$ cat config.mk
export PLATFORM = sky130hd
export DESIGN_NAME = psl_top
export DESIGN_NICKNAME = d
export VERILOG_FILES = /design/src/psl_pkg.sv /design/src/psl_sync.sv /design/src/psl_top.sv
export SDC_FILE = /design/constraint.sdc
export NUM_CORES = 1
export LEC_CHECK = 0
export BUFFER_PORTS_ARGS = -buffer_cell sky130_fd_sc_hd__buf_2
export CAP_MARGIN = 20
export CORE_MARGIN = 2
export CORE_UTILIZATION = 44
export DETAILED_ROUTE_END_ITERATION = 8
export HOLD_SLACK_MARGIN = 0.03
export PLACE_DENSITY = 0.75
export SYNTH_ARGS = -nofsm -noshare
export SYNTH_HDL_FRONTEND = slang
export SYNTH_SLANG_ARGS = --single-unit
$ cat constraint.sdc
create_clock -name ref_clk_i -period 1.56 [get_ports ref_clk_i]
set_input_delay 0.234 -clock ref_clk_i [delete_from_list [all_inputs] [get_ports ref_clk_i]]
set_output_delay 0.234 -clock ref_clk_i [all_outputs]
set_load 0.02 [all_outputs]
$ cat src/psl_pkg.sv
// Package with constants, types and the register map of the reset, strap and indicator block
// Notes on behaviour
// - Forward the reference clock on its own output
// - Mode 1: link indicator shows link state only
// - Mode 2: lit on link, blinks on activity
// - Speed indicator lit at 100, unlit at 10
// - Reset is active low, held one microsecond
// - Reset returns every register but the pin synchroniser, strap capture and reset hold counter to its default
// - Reset discards and recaptures the strap settings
// - Straps are sampled while reset is active
// - Strap pins become outputs after reset release
package psl_pkg;

	// Bus geometry
	localparam int unsigned ADDR_W = 4;             // Byte address width
	localparam int unsigned DATA_W = 32;            // Data width

	// Register byte offsets
	localparam logic [ADDR_W-1:0] OFF_CTRL  = 4'h0; // Control
	localparam logic [ADDR_W-1:0] OFF_STAT  = 4'h4; // Live status
	localparam logic [ADDR_W-1:0] OFF_STRAP = 4'h8; // Captured straps

	// Control fields and reset value
	localparam int unsigned CTRL_FWD_EN  = 0;       // Clock forward enable
	localparam int unsigned CTRL_OVR_EN  = 1;       // Indicator mode override enable
	localparam int unsigned CTRL_OVR_SEL = 2;       // Override mode, 1 = mode 2
	localparam logic [DATA_W-1:0] CTRL_RST = 32'h0000_0001;

	// Status fields
	localparam int unsigned STAT_LINK  = 0;         // Link good
	localparam int unsigned STAT_SPEED = 1;         // 100 Mb/s
	localparam int unsigned STAT_ACT   = 2;         // Activity pending
	localparam int unsigned STAT_MODE  = 3;         // Mode in use, 1 = mode 2
	localparam int unsigned STAT_PHASE = 4;         // Blink phase, 1 = lit
	localparam int unsigned STAT_RSTOK = 5;         // Last reset long enough

	// Shared strap pin positions
	localparam int unsigned NPINS    = 3;           // Shared pins
	localparam int unsigned PIN_LINK = 0;           // Link indicator pin
	localparam int unsigned PIN_SPD  = 1;           // Speed indicator pin
	localparam int unsigned PIN_CFG  = 2;           // Carrier sense / indicator config
	localparam logic [NPINS-1:0] STRAP_RST = 3'h7;  // Pull-up defaults

	// Indicator levels
	localparam logic LED_LIT   = 1'b1;              // Lit level
	localparam logic LED_UNLIT = 1'b0;              // Unlit level

	// Timing
	localparam int unsigned CLK_MHZ       = 40;     // ref_clk_i rate
	localparam int unsigned RST_MIN_NS    = 1000;   // Least reset hold
	localparam int unsigned RST_MIN_CYC   = (RST_MIN_NS * CLK_MHZ + 999) / 1000;
	localparam int unsigned RST_CNT_W     = 8;      // Reset hold counter width
	localparam int unsigned BLINK_HALF_MS = 50;     // Blink half period
	localparam int unsigned BLINK_HALF_CYC = BLINK_HALF_MS * CLK_MHZ * 1000;

	// Indicator modes
	typedef enum logic {
		PSL_MODE1 = 1'b0,                           // Link only
		PSL_MODE2 = 1'b1                            // Link and activity
	} psl_mode_t;

	// Transceiver status bundle
	typedef struct packed {
		logic link_good;                            // Link is good
		logic speed_100;                            // 100 Mb/s
		logic tx_active;                            // Transmit path active
		logic rx_active;                            // Receive path active
		logic carrier;                              // Carrier sense
	} psl_phy_stat_t;

	// Avalon request bundle
	typedef struct packed {
		logic              read;                    // Read strobe
		logic              write;                   // Write strobe
		logic [ADDR_W-1:0] address;                 // Byte address
		logic [DATA_W-1:0] writedata;               // Write data
	} psl_av_req_t;

endpackage : psl_pkg

$ cat src/psl_sync.sv
// Two flip-flop synchroniser for pin inputs
`timescale 1ns/1ps
module psl_sync #(
	parameter int unsigned W = 1                    // Bits to synchronise
) (
	// Clock
	input  wire logic         ref_clk_i,
	// Asynchronous input and synchronised output
	input  wire logic [W-1:0] async_i,
	output logic      [W-1:0] sync_o
);

	logic [W-1:0] meta_q;                           // First stage, read only by second

	// Per bit two stage chain
	for (genvar b = 0; b < W; b++) begin : g_bit
		always_ff @(posedge ref_clk_i) begin
			meta_q[b] <= async_i[b];
			sync_o[b] <= meta_q[b];
		end
	end

endmodule : psl_sync

$ cat src/psl_top.sv
// Reset, strap capture, clock forwarding and indicator logic with Avalon-MM registers
//
// The Avalon-MM slave port and the register offsets were decided locally.
`timescale 1ns/1ps
module psl_top #(
	parameter int unsigned BLINK_HALF_CYC = psl_pkg::BLINK_HALF_CYC  // Blink half period
) (
	// Clock and reset
	input  wire logic                          ref_clk_i,
	input  wire logic                          rst_n_i,
	// Reference clock pins
	input  wire logic                          ref_clock_input_i,
	output logic                               crystal_drive_output_o,
	output logic                               ref_clock_forward_output_o,
	// Shared strap / indicator pins
	input  wire logic [psl_pkg::NPINS-1:0]     pin_i,
	output logic      [psl_pkg::NPINS-1:0]     pin_o,
	output logic      [psl_pkg::NPINS-1:0]     pin_oe_n_o,
	// Transceiver status
	input  wire psl_pkg::psl_phy_stat_t        phy_stat_i,
	// Avalon-MM slave
	input  wire logic                          avs_read_i,
	input  wire logic                          avs_write_i,
	input  wire logic [psl_pkg::ADDR_W-1:0]    avs_address_i,
	input  wire logic [psl_pkg::DATA_W-1:0]    avs_writedata_i,
	output logic      [psl_pkg::DATA_W-1:0]    avs_readdata_o,
	output logic                               avs_waitrequest_o
);

	localparam int unsigned CW = $clog2(BLINK_HALF_CYC);           // Blink counter width
	localparam logic [CW-1:0] BLINK_LAST = CW'(BLINK_HALF_CYC - 1); // Last count

	psl_pkg::psl_av_req_t       req;                // Bundled bus request
	logic [psl_pkg::NPINS:0]    sync_s;             // Synchronised pins and reference
	logic [psl_pkg::NPINS-1:0]  pin_s;              // Synchronised shared pins
	logic                       ref_s;              // Synchronised reference clock
	logic [psl_pkg::DATA_W-1:0] ctrl_q;             // Control register
	logic [psl_pkg::NPINS-1:0]  strap_q;            // Captured straps
	logic                       wait_q;             // Waitrequest flop
	logic [psl_pkg::DATA_W-1:0] rdata_q;            // Read data flop
	logic [psl_pkg::DATA_W-1:0] rdata_d;            // Read data mux
	logic [psl_pkg::DATA_W-1:0] stat_w;             // Status word
	logic                       rst_prev_q;         // Reset level one cycle ago
	logic [psl_pkg::RST_CNT_W-1:0] rst_cnt_q;       // Reset low cycle count
	logic [CW-1:0]              blink_cnt_q;        // Blink period counter
	logic                       tick;               // End of blink half period
	logic                       act_pend_q;         // Activity seen this half period
	logic                       phase_q;            // Blink phase, 1 = lit
	logic                       fwd_q;              // Forwarded clock flop
	logic                       xtal_q;             // Crystal drive flop
	logic [psl_pkg::NPINS-1:0]  pin_q;              // Pin output flops
	logic [psl_pkg::NPINS-1:0]  oe_n_q;             // Pin enable flops
	logic                       link_led_d;         // Next link indicator level
	psl_pkg::psl_mode_t         mode;               // Indicator mode in use
	logic                       bus_hit;            // Request taken this edge

	assign req = '{read: avs_read_i, write: avs_write_i,
	               address: avs_address_i, writedata: avs_writedata_i};

	// Pins and reference clock come from outside the clock domain
	psl_sync #(
		.W (psl_pkg::NPINS + 1)
	) u_sync (
		.ref_clk_i (ref_clk_i),
		.async_i   ({ref_clock_input_i, pin_i}),
		.sync_o    (sync_s)
	);
	assign pin_s = sync_s[psl_pkg::NPINS-1:0];
	assign ref_s = sync_s[psl_pkg::NPINS];

	// Reset hold counter, restarts at the first low cycle and saturates
	always_ff @(posedge ref_clk_i) begin
		rst_prev_q <= rst_n_i;
		if (!rst_n_i) begin
			if (rst_prev_q) begin
				rst_cnt_q <= psl_pkg::RST_CNT_W'(1);
			end else if (rst_cnt_q != '1) begin
				rst_cnt_q <= rst_cnt_q + psl_pkg::RST_CNT_W'(1);
			end
		end
	end

	// Strap capture follows the pins all through reset, frozen after it
	always_ff @(posedge ref_clk_i) begin
		if (!rst_n_i) begin
			strap_q <= pin_s;
		end
	end

	// Indicator mode: strap unless software overrides it
	always_comb begin
		if (ctrl_q[psl_pkg::CTRL_OVR_EN]) begin
			mode = psl_pkg::psl_mode_t'(ctrl_q[psl_pkg::CTRL_OVR_SEL]);
		end else if (strap_q[psl_pkg::PIN_CFG]) begin
			mode = psl_pkg::PSL_MODE1;
		end else begin
			mode = psl_pkg::PSL_MODE2;
		end
	end

	// Free running blink half period counter
	assign tick = (blink_cnt_q == BLINK_LAST);
	always_ff @(posedge ref_clk_i) begin
		if (!rst_n_i) begin
			blink_cnt_q <= '0;
		end else if (tick) begin
			blink_cnt_q <= '0;
		end else begin
			blink_cnt_q <= blink_cnt_q + CW'(1);
		end
	end

	// Activity pending flag, a new event wins over the clear at tick
	always_ff @(posedge ref_clk_i) begin
		if (!rst_n_i) begin
			act_pend_q <= 1'b0;
		end else if (phy_stat_i.tx_active || phy_stat_i.rx_active) begin
			act_pend_q <= 1'b1;
		end else if (tick) begin
			act_pend_q <= 1'b0;
		end
	end

	// Blink phase toggles while active, settles lit when idle
	always_ff @(posedge ref_clk_i) begin
		if (!rst_n_i) begin
			phase_q <= 1'b1;
		end else if (tick) begin
			if (act_pend_q) begin
				phase_q <= ~phase_q;
			end else begin
				phase_q <= 1'b1;
			end
		end
	end

	// Link indicator level per mode
	always_comb begin
		link_led_d = psl_pkg::LED_UNLIT;
		unique case (mode)
			psl_pkg::PSL_MODE1: begin
				if (phy_stat_i.link_good) begin
					link_led_d = psl_pkg::LED_LIT;
				end
			end
			psl_pkg::PSL_MODE2: begin
				if (phy_stat_i.link_good && phase_q) begin
					link_led_d = psl_pkg::LED_LIT;
				end
			end
		endcase
	end

	// Shared pins: released during reset so straps can be read, driven after
	always_ff @(posedge ref_clk_i) begin
		if (!rst_n_i) begin
			pin_q  <= '0;
			oe_n_q <= '1;
		end else begin
			oe_n_q <= '0;
			pin_q[psl_pkg::PIN_LINK] <= link_led_d;
			pin_q[psl_pkg::PIN_SPD]  <= phy_stat_i.speed_100 ?
			                            psl_pkg::LED_LIT : psl_pkg::LED_UNLIT;
			pin_q[psl_pkg::PIN_CFG]  <= phy_stat_i.carrier;
		end
	end

	// Reference forwarding, sampled copy of the reference pin
	always_ff @(posedge ref_clk_i) begin
		if (!rst_n_i) begin
			fwd_q  <= 1'b0;
			xtal_q <= 1'b0;
		end else begin
			fwd_q  <= ref_s & ctrl_q[psl_pkg::CTRL_FWD_EN];
			xtal_q <= ~ref_s;
		end
	end

	// Status word seen by software
	always_comb begin
		stat_w = '0;
		stat_w[psl_pkg::STAT_LINK]  = phy_stat_i.link_good;
		stat_w[psl_pkg::STAT_SPEED] = phy_stat_i.speed_100;
		stat_w[psl_pkg::STAT_ACT]   = act_pend_q;
		stat_w[psl_pkg::STAT_MODE]  = (mode == psl_pkg::PSL_MODE2);
		stat_w[psl_pkg::STAT_PHASE] = phase_q;
		stat_w[psl_pkg::STAT_RSTOK] = (rst_cnt_q >= psl_pkg::RST_CNT_W'(psl_pkg::RST_MIN_CYC));
	end

	// Read mux, unmapped offsets read zero
	always_comb begin
		rdata_d = '0;
		unique case (req.address)
			psl_pkg::OFF_CTRL:  rdata_d = ctrl_q;
			psl_pkg::OFF_STAT:  rdata_d = stat_w;
			psl_pkg::OFF_STRAP: rdata_d = {{(psl_pkg::DATA_W-psl_pkg::NPINS){1'b0}}, strap_q};
			default:            rdata_d = '0;
		endcase
	end

	// One wait cycle per access, then the request is taken
	assign bus_hit = (req.read || req.write) && !wait_q;
	always_ff @(posedge ref_clk_i) begin
		if (!rst_n_i) begin
			wait_q  <= 1'b1;
			rdata_q <= '0;
		end else begin
			if ((req.read || req.write) && wait_q) begin
				wait_q  <= 1'b0;
				rdata_q <= rdata_d;
			end else begin
				wait_q  <= 1'b1;
			end
		end
	end

	// Control register write, only writable bits kept
	always_ff @(posedge ref_clk_i) begin
		if (!rst_n_i) begin
			ctrl_q <= psl_pkg::CTRL_RST;
		end else if (bus_hit && req.write && req.address == psl_pkg::OFF_CTRL) begin
			ctrl_q <= req.writedata & 32'h0000_0007;
		end
	end

	// Outputs straight from flops
	assign ref_clock_forward_output_o = fwd_q;
	assign crystal_drive_output_o     = xtal_q;
	assign pin_o                      = pin_q;
	assign pin_oe_n_o                 = oe_n_q;
	assign avs_readdata_o             = rdata_q;
	assign avs_waitrequest_o          = wait_q;

endmodule : psl_top

==> results.md, run 1 <==
- Status: completed
- Routed Antenna Nets: 0
- Synth top area share: between 30% and 40%
- Number of vias per cell: between 4 and 5
- H-tree depth: 3
- Slew HR: about 66%
- Post-synthesis average cell area: approximately 10 um2
- Period utilisation layout: a little over nine tenths
- Grt met2 use: a little over a quarter
- WL final: 4750 um
- Largest family of logic cells by synthesized area: simple AND/OR/NAND/NOR gates
- VDD IR max: approximately 0.00056 V
- Overall global routing resource usage: between 10% and 20%
- Gpl congestion: 0.850
- Setup TNS Final: 0 ns
- Mapped Cells: ~250
- TritonCTS Sinks: around 60
- Post-DP HPWL: approximately 3300 um
- Die span in y: approximately 80 um
- FF+latch count, synth: 59
- Horiz. Die Dim: 80.0 um
- Layout cell share with drive strength beyond 1: ~29%
- # setup viols final: 0
- Total grt overflow: 0
- Placed cells: 374
- Class of the worst hold path: input pin to flip-flop
- Vias in the first global route: between 1500 and 2000
- Period minus WS final: between 1 and 1.5 ns
- WP data arrival: between 1.5 and 2 ns
- Synth unique cells: 41
- Synth area leader: dfxtp_1
- Yosys warns: 0
- Worst Tran Pin Value: a little over 0.5 ns
- Initial Util: between 40% and 50%
- Nets: about 370
- Skew final: just over 0.007 ns
- F_max: between 600 and 700 MHz
- Synth Area in Simple Gates: between 20% and 30%
- Critical path launch point: blink_cnt_q[0]
- # diodes: 0
- Met1 GRT Util: ~17%
- Initial antenna violation count: 0
- Post-synthesis xor/xnor area fraction: around 6%
- Core Region: 5540 um2
- Synth Cell Area: approximately 2500 um2
- Area growth syn-to-layout: 23.6%
- Vias: approximately 1900
- Avg WL per Cell: between 10 and 15 um
- Longest Clk Path Bufs: 2
- DRC viols: 0
- Max-cap check violation count: 0
- Worst-path clk slew: approximately 0.070 ns
- Row count: 27
- Ys async rst share: 0%
- Synth Flop Type: dfxtp_1
- Worst Setup Path Type: flip-flop to flip-flop
- TritonCTS clock tree: done
- Global Route met3 Usage: slightly above 6%
- Critical Path Source Type: flip-flop
- Post-synth EDFFs: 11
- Sequential area share after synthesis: between 50% and 60%
- Router iterations before antenna repair: 4
- Crit end category: flip-flop
- I/O Buffers: 34
- Num CTS Buffers: 9
- Slew Limit Fails: 0
- P per Cell Area: 1030 nW/um2
- Largest net degree at the start of global routing: 13
- Post-Layout Cell Count: slightly below 400
- Worst-skew pair later-pin latency: around 0.33 ns
- Final hold viol count: 0
- Commonest cells after routing, fill and taps aside: dfxtp_1 (45), buf_2 (34), conb_1 (26), nor2_1 (25), buf_4 (25)
- Area share of fa/ha/maj cells after synthesis: 1.48%
- Die area: around 6400 um2
- Min-Delay Startpoint: phy_stat_i[0]
- Critical Path RT: approximately 1.8 ns
- Most common cell after layout, fill and taps aside: dfxtp_1
- First-pass GRT wire length: 7420 um
- Iter 0 DRT Violations: 35
- Pwr Total: about 3.2 mW
- Top cells by area, synth: dfxtp_1 (38%), edfxtp_1 (13%), buf_4 (8.9%)
- R2r startpoint: blink_cnt_q[0]
- Compound-gate portion of the synthesized area: under 10%
- Gr busiest metal: met2
- CTS Root Buffer Type: clkbuf_8
- Crit-path max FO: 6
- Fraction of synthesized area in multiplexers: 2.36%
- Num ports: 90
- Leak: roughly 1.4 nW
==> registers in the layout (all words and copies together) (netlist names), 3 cells and up <==
signal          count
strap_q             3
ctrl_q              3
rst_cnt_q           8
avs_readdata_o      6
u_sync.sync_o       4
blink_cnt_q        21
pin_o               3
u_sync.meta_q       4
==> worst max-delay path: stages (launching register included) <==
cell and delay (ns):
dfxtp_1 0.34, ha_1 0.17, and4_4 0.25, nand4_4 0.16, or3_1 0.38, a21oi_1 0.14
==> report_power, final <==
| group | total, mW | switching [mW] | leakage (nW) | internal, mW |
|---|---|---|---|---|
| sequential | 1.63 | 0.0254 | 0.505 | 1.61 |
| clock | 1.31 | 0.624 | 0.102 | 0.683 |
| combinational | 0.283 | 0.177 | 0.757 | 0.106 |
==> synthesized netlist by cell type, types with 2 or more instances <==
cell      number
clkbuf_1       3
xnor2_1        2
a21oi_1       10
o21a_1         2
a32o_1         3
buf_2          2
o21ai_1        2
inv_1          3
dfxtp_1       48
o21ai_0       12
nand4_1        8
nand3_1       11
nand2_1       14
edfxtp_1      11
mux2i_1        6
and4_1         3
and2_1         5
nor4b_1        2
or3_1          7
nor2_1        26
xor2_1        15
nor3_1         3
and3_1         2
nand4_4        2
nor2b_1        4
buf_4         30
ha_1           3
==> layout make-up <==
type / count / area (um2)
inverter: 4 / 15.0
fill: 486 / 2400
multi-input combinational: 180 / 1120
sequential: 59 / 1290
timing repair buffer: 65 / 420
clock buffer: 10 / 149
clock inverter: 6 / 46.3
tap: 72 / 90.1
==> repair_timing <==
item | in CTS | in global routing
endpoints found under the hold margin | 4 | 0
buffers inserted | 0 | 2
pin swaps | 0 | 2
hold buffers | 4 | 0
setup endpoints to repair | 8 | 32
gates resized for setup | 1 | 15
==> layer usage <==
layer	part of all wire, %	wire, um
met5	0	0
met4	1.2	57
met2	50	2390
met3	5.7	272
met1	43	2030
==> cell families after synthesis <==
family / count (synthesis)
other cells: 1
mux: 6
buf+inv: 39
fa+ha+maj: 3
simple gates: 92
flops: 59
xor+xnor: 17
compound gates: 36
==> final timing paths <==
| kind | end | slack, ns | cells after the start |
|---|---|---|---|
| worst max-delay path | blink_cnt_q[20] | 0.06 | 5 |
| worst min-delay path | pin_o[2] | 0.11 | 2 |
| worst max register to register | blink_cnt_q[20] | 0.06 | 5 |
| worst min register to register | u_sync.sync_o[0] | 0.33 | 0 |
==> per-stage QoR <==
| step | area (um2) | util [%] | setup WS (ns) | hold slack, ns |
|---|---|---|---|---|
| 2_1_floorplan | 2640 | - | 0.0144 | 0.262 |
| 3_3_place_gp | 2840 | 51.2 | -0.0470 | 0.310 |
| 3_5_place_dp | 2840 | 51.2 | -0.0962 | 0.312 |
| 4_1_cts | 3070 | 55.5 | 0.0234 | 0.0955 |
| 5_1_grt | 3140 | 56.7 | -0.0554 | 0.0971 |
| 6_report | 3140 | 56.7 | 0.0614 | 0.114 |
No activity file was read; power rests on OpenSTA's default activity.
==> inputs of run 2 (changes only) <==
CTS_BUF_LIST = sky130_fd_sc_hd__clkbuf_16   (was not set)
==> results.md, run 2 (synthesis gave the netlist of run 1 again) <==
- Number of vias per cell: 4.83 (+1.1%)
- First-pass GRT wire length: 7670 um (+3.3%)
- Iter 0 DRT Violations: 69 (+97%)
- Cell Area, Placed: 2840 um2 (unchanged)
- CTS Root Buffer Type: clkbuf_16
- Leak: 1.41 nW (+3.5%)
- Initial Util: 45.9% (unchanged)
- Die span in y: 80.0 um (unchanged)
- Slew Limit Fails: 0 (unchanged)
- Crit-path slowest cell: nor4b_1
- Util after Layout: 58.4% (+1.8 points)
- Router iterations before antenna repair: 4 (unchanged)
- WL final: 4880 um (+2.7%)
- Worst-skew pair later-pin latency: 0.32 ns (about the same)
- Max reg flops: 21 (unchanged)
- Area growth syn-to-layout: 27.4%
- VDD IR max: 0.000950 V (+69%)
- Worst Setup Path Type: flip-flop to flip-flop
- CP top delay family: simple AND/OR/NAND/NOR gates
- Design area: 3240 um2 (+3.1%)
- Total grt overflow: 0 (unchanged)
- Die area: 6400 um2 (unchanged)
- Worst-path clk slew: 0.06 ns (about the same)
- Longest Clk Path Bufs: 2 (unchanged)
- Num ports: 90 (unchanged)
- Layout cell share with drive strength beyond 1: 29.3% (+0.31 points)
- WP data arrival: 1.59 ns (-0.17 ns)
- Vias in the first global route: 1759 (+0.86%)
- Routed Antenna Nets: 0 (unchanged)
- Core Region: 5540 um2 (unchanged)
- Nets: 371 (unchanged)
- H-tree depth: 3 (unchanged)
- Gpl congestion: 0.850 (unchanged)
- Setup TNS Final: 0 ns (unchanged)
- Largest register by flop count: blink_cnt_q
- # setup viols final: 0 (unchanged)
- R2R setup slack: 0.05 ns (about the same)
- Initial antenna violation count: 0 (unchanged)
- Overall global routing resource usage: 15.7% (+0.51 points)
- Period utilisation layout: 96.7% (+0.61 points)
- # diodes: 0 (unchanged)
- Vias: 1912 (+1.1%)
- Largest net degree at the start of global routing: 13 (unchanged)
- Worst Tran Pin Value: 0.527 ns (+0.0156 ns)
- Placed cells: 374 (unchanged)
- Critical Path RT: 1.64 ns (-0.19 ns)
- Post-Layout Cell Count: 396 (unchanged)
- CP max stage delay: 0.40 ns (+0.02 ns)
- Skew final: 0.00488 ns (-0.00223 ns)
- Buf+Inv Stages, Crit Path: 1 (+1)
- Most common cell after layout, fill and taps aside: dfxtp_1
- F_max: 663 MHz (-0.63%)
- Row count: 27 (unchanged)
- TritonCTS Sinks: 59 (unchanged)
- Commonest cells after routing, fill and taps aside: dfxtp_1 (44), buf_2 (34), conb_1 (26), nor2_1 (25), buf_4 (25)
- I/O Buffers: 34 (unchanged)
- Avg WL per Cell: 12.3 um (+2.7%)
- Class of the worst hold path: input pin to flip-flop
- Status: completed
- Max-cap check violation count: 0 (unchanged)
- DRC viols: 0 (unchanged)
- CP cell instances: ha_1, nand2_1, nor4b_1, nor2_2, buf_4
- Num CTS Buffers: 9 (unchanged)
- Critical Path Source Type: flip-flop
- Period minus WS final: 1.51 ns (+0.00945 ns)
- Crit end category: flip-flop
- Crit-path max FO: 4 (-2)
- P per Cell Area: 1170 nW/um2 (+14%)
- Post-DP HPWL: 3330 um (unchanged)
- Final hold viol count: 0 (unchanged)
- TritonCTS clock tree: done
- Slew HR: 64.6% (-1.0 points)
- Horiz. Die Dim: 80.0 um (unchanged)
==> run 2: changes by cell type in the layout (fill, tap and decap cells not counted) <==
cell,delta
a2111oi_1,+1
a2111oi_2,-1
and4_1,-1
and4_2,+1
clkbuf_16,+9
clkbuf_8,-9
dfxtp_1,-1
dfxtp_2,+1
nor4b_1,+1
nor4b_2,-1
or3_1,-1
or3_4,+1
==> run 2: repair_timing <==
item                       in CTS  in global routing
setup buffers                   0                  2
hold buffers                    4                  0
resized for setup               2                 15
setup endpoints to repair      10                 32
hold endpoints to repair        4                  0
pin swaps                       0                  4
==> run 2: tightest hold or removal path: stages <==
cell and delay [ns]:
buf_2 0.07, mux2i_1 0.05, nand2_1 0.06
==> run 2: path summary, 6_finish.rpt <==
| kind | to | startpoint | cells past startpoint |
|---|---|---|---|
| max | rst_cnt_q[0] | rst_cnt_q[0] | 5 |
| min | ctrl_q[0] | avs_writedata_i[0] | 3 |
| max reg2reg | rst_cnt_q[0] | rst_cnt_q[0] | 5 |
| min reg2reg | u_sync.sync_o[0] | u_sync.meta_q[0] | 0 |
==> run 2: metrics by stage <==
stage               setup WS, ns  total power [mW]  hold WS [ns]
finish                    0.0520              3.79         0.126
floorplan                 0.0144              1.88         0.262
global route             -0.0520              3.93         0.120
CTS                       0.0140              3.82         0.115
detailed placement       -0.0962              1.93         0.312
global placement         -0.0470              1.92         0.310
==> run 2: where the power goes <==
| group | leakage (nW) | internal, mW | switching [mW] | total [mW] |
|---|---|---|---|---|
| clock | 0.148 | 1.18 | 0.697 | 1.88 |
| sequential | 0.505 | 1.61 | 0.0254 | 1.64 |
| combinational | 0.758 | 0.105 | 0.177 | 0.282 |
==> run 2: area by class of cell <==
class,instances,area (um2)
clock inverter,6,46.3
inverter,4,15.0
multi-input combinational,180,1120
fill,471,2300
tap,72,90.1
timing repair buffer,65,420
sequential,59,1300
clock buffer,10,250
==> run 2: per-layer routing <==
metal | vias up | share of wire, % | GRT usage (%) | wire length, um
li1 | 967 | - | - | -
met1 | 886 | 44 | 17.8 | 2130
met2 | 51 | 49 | 26.0 | 2400
met3 | 8 | 5.5 | 6.45 | 270
met4 | 0 | 1.6 | 6.27 | 76
met5 | - | 0 | 0 | 0
==> inputs of run 3 (changes only) <==
CORE_UTILIZATION = 49   (was 44)
CTS_CLUSTER_DIAMETER = 60   (was not set)
PLACE_DENSITY = 0.79   (was 0.75)
clock period = 1.59 ns   (was 1.56 ns; I/O delays follow)
==> results.md, run 3 (synthesis gave the netlist of run 1 again) <==
- H-tree depth: 3 (unchanged)
- F_max: 648 MHz (-2.3%)
- Longest Clk Path Bufs: 2 (unchanged)
- Buf+Inv Stages, Crit Path: 0 (-1)
- Initial Util: 50.4% (+4.5 points)
- Crit-path slowest cell: or3_1
- I/O Buffers: 34 (unchanged)
- Critical Path Source Type: flip-flop
- Period minus WS final: 1.54 ns (+0.0354 ns)
- Num CTS Buffers: 9 (unchanged)
- Max-cap check violation count: 0 (unchanged)
- P per Cell Area: 1200 nW/um2 (+2.1%)
- CTS Root Buffer Type: clkbuf_16
- Overall global routing resource usage: 17.4% (+1.8 points)
- Status: completed
- WL final: 4900 um (+0.43%)
- Skew final: 0.00397 ns (-0.000903 ns)
- Gpl congestion: 0.864 (+1.7%)
- Slack of the critical path: 0.0466 ns (-0.00543 ns)
- Post-Layout Cell Count: 390 (-1.5%)
- Worst Tran Pin Value: 0.496 ns (-0.0310 ns)
- Vias in the first global route: 1744 (-0.85%)
- CP top delay family: simple AND/OR/NAND/NOR gates
- Worst Setup Path Type: flip-flop to flip-flop
- First-pass GRT wire length: 7960 um (+3.8%)
- Fin Hold WS: 0.127 ns (+0.00115 ns)
- Worst-path clk slew: 0.05 ns (about the same)
- Vias: 1910 (-0.10%)
- Max reg flops: 21 (unchanged)
- Layout cell share with drive strength beyond 1: 26.9% (-2.4 points)
- TritonCTS Sinks: 59 (unchanged)
- Crit-path max FO: 6 (+2)
- Row count: 26 (-3.7%)
- Number of vias per cell: 4.90 (+1.4%)
- Critical Path RT: 1.84 ns (+0.20 ns)
- Post-DP HPWL: 3320 um (-0.23%)
- Area growth syn-to-layout: 25.5%
- Number of post-CTS setup repair buffers: 0 (unchanged)
- Cell Area, Placed: 2820 um2 (-0.62%)
- Largest register by flop count: blink_cnt_q
- Unrepaired setup endpoints after global routing: yes
- Period utilisation layout: 97.1% (+0.40 points)
- Die area: 5780 um2 (-9.7%)
- CP cell instances: ha_2, and4_4, nand4_4, or3_1, a21oi_1
- Num ports: 90 (unchanged)
- Nets: 367 (-1.1%)
- Horiz. Die Dim: 76.0 um (-5.0%)
- Worst-skew pair later-pin latency: 0.32 ns (about the same)
- Final hold viol count: 0 (unchanged)
- Slew Limit Fails: 0 (unchanged)
- Class of the worst hold path: input pin to flip-flop
- Die span in y: 76.0 um (-5.0%)
- Initial antenna violation count: 0 (unchanged)
- Iter 0 DRT Violations: 76 (+10%)
- DRC viols: 0 (unchanged)
- WP data arrival: 1.79 ns (+0.20 ns)
- Avg WL per Cell: 12.6 um (+2.0%)
- Crit end category: flip-flop
- CP max stage delay: 0.39 ns (about the same)
- VDD IR max: 0.000689 V (-27%)
- Placed cells: 370 (-1.1%)
- Slew HR: 66.7% (+2.1 points)
- Core Region: 5040 um2 (-9.0%)
- Largest net degree at the start of global routing: 15 (+2)
- # diodes: 0 (unchanged)
- TritonCTS clock tree: done
- Leak: 1.39 nW (-1.4%)
- Total grt overflow: 0 (unchanged)
- Post-place setup slack: -0.0614 ns (+0.0348 ns)
- Most common cell after layout, fill and taps aside: dfxtp_1
- Pwr Total: 3.81 mW (+0.52%)
- # setup viols final: 0 (unchanged)
- Commonest cells after routing, fill and taps aside: dfxtp_1 (44), buf_2 (34), conb_1 (26), nor2_1 (25), buf_4 (22)
- Design area: 3190 um2 (-1.5%)
- Router iterations before antenna repair: 4 (unchanged)
- Routed Antenna Nets: 0 (unchanged)
## run 3: cell count changes in the layout (fill, tap and decap cells not counted), moves of 2 or more
cell      delta
clkinv_4     -3
and4_1       +2
buf_4        -3
and4_2       -2
## run 3: final timing paths
kind,from,to,slack (ns),cells past startpoint
setup / recovery,blink_cnt_q[0],blink_cnt_q[20],0.05,5
hold reg to reg,u_sync.meta_q[1],u_sync.sync_o[1],0.32,0
setup reg to reg,blink_cnt_q[0],blink_cnt_q[20],0.05,5
hold / removal,phy_stat_i[0],pin_o[2],0.13,2
## run 3: per-stage QoR
step	utilization, %	TNS (ns)
2_1_floorplan	-	0
3_3_place_gp	55.9	-0.221
3_5_place_dp	55.9	-0.498
4_1_cts	63.0	0
5_1_grt	63.3	-0.0725
6_report	63.3	0
## run 3: layout make-up
class / count / area (um2)
flip-flops and latches: 59 / 1300
repair buffers: 61 / 387
inverters: 4 / 15.0
clock buffers: 10 / 250
fillers: 394 / 1850
well taps: 70 / 87.6
clock inverters: 6 / 53.8
multi-input cells: 180 / 1100
## run 3: layer usage
| metal | part of all wire (%) | global-route usage [%] | up-vias |
|---|---|---|---|
| met5 | 0 | 0 | - |
| met4 | 1.9 | 9.82 | 0 |
| met3 | 3.6 | 3.20 | 11 |
| met2 | 50 | 29.3 | 43 |
| met1 | 44 | 21.1 | 892 |
| li1 | - | - | 964 |
## run 3: power breakdown
group	switching, mW	leakage [nW]	internal [mW]
sequential	0.0264	0.505	1.58
clock	0.652	0.157	1.29
combinational	0.170	0.730	0.0950
total	0.847	1.39	2.97
## run 3: what timing repair did
item,4_1_cts,5_1_grt
gates resized for setup,4,7
hold buffers,4,0
pin swaps,0,2
endpoints found under the hold margin,4,0
endpoints found under the setup margin,22,21
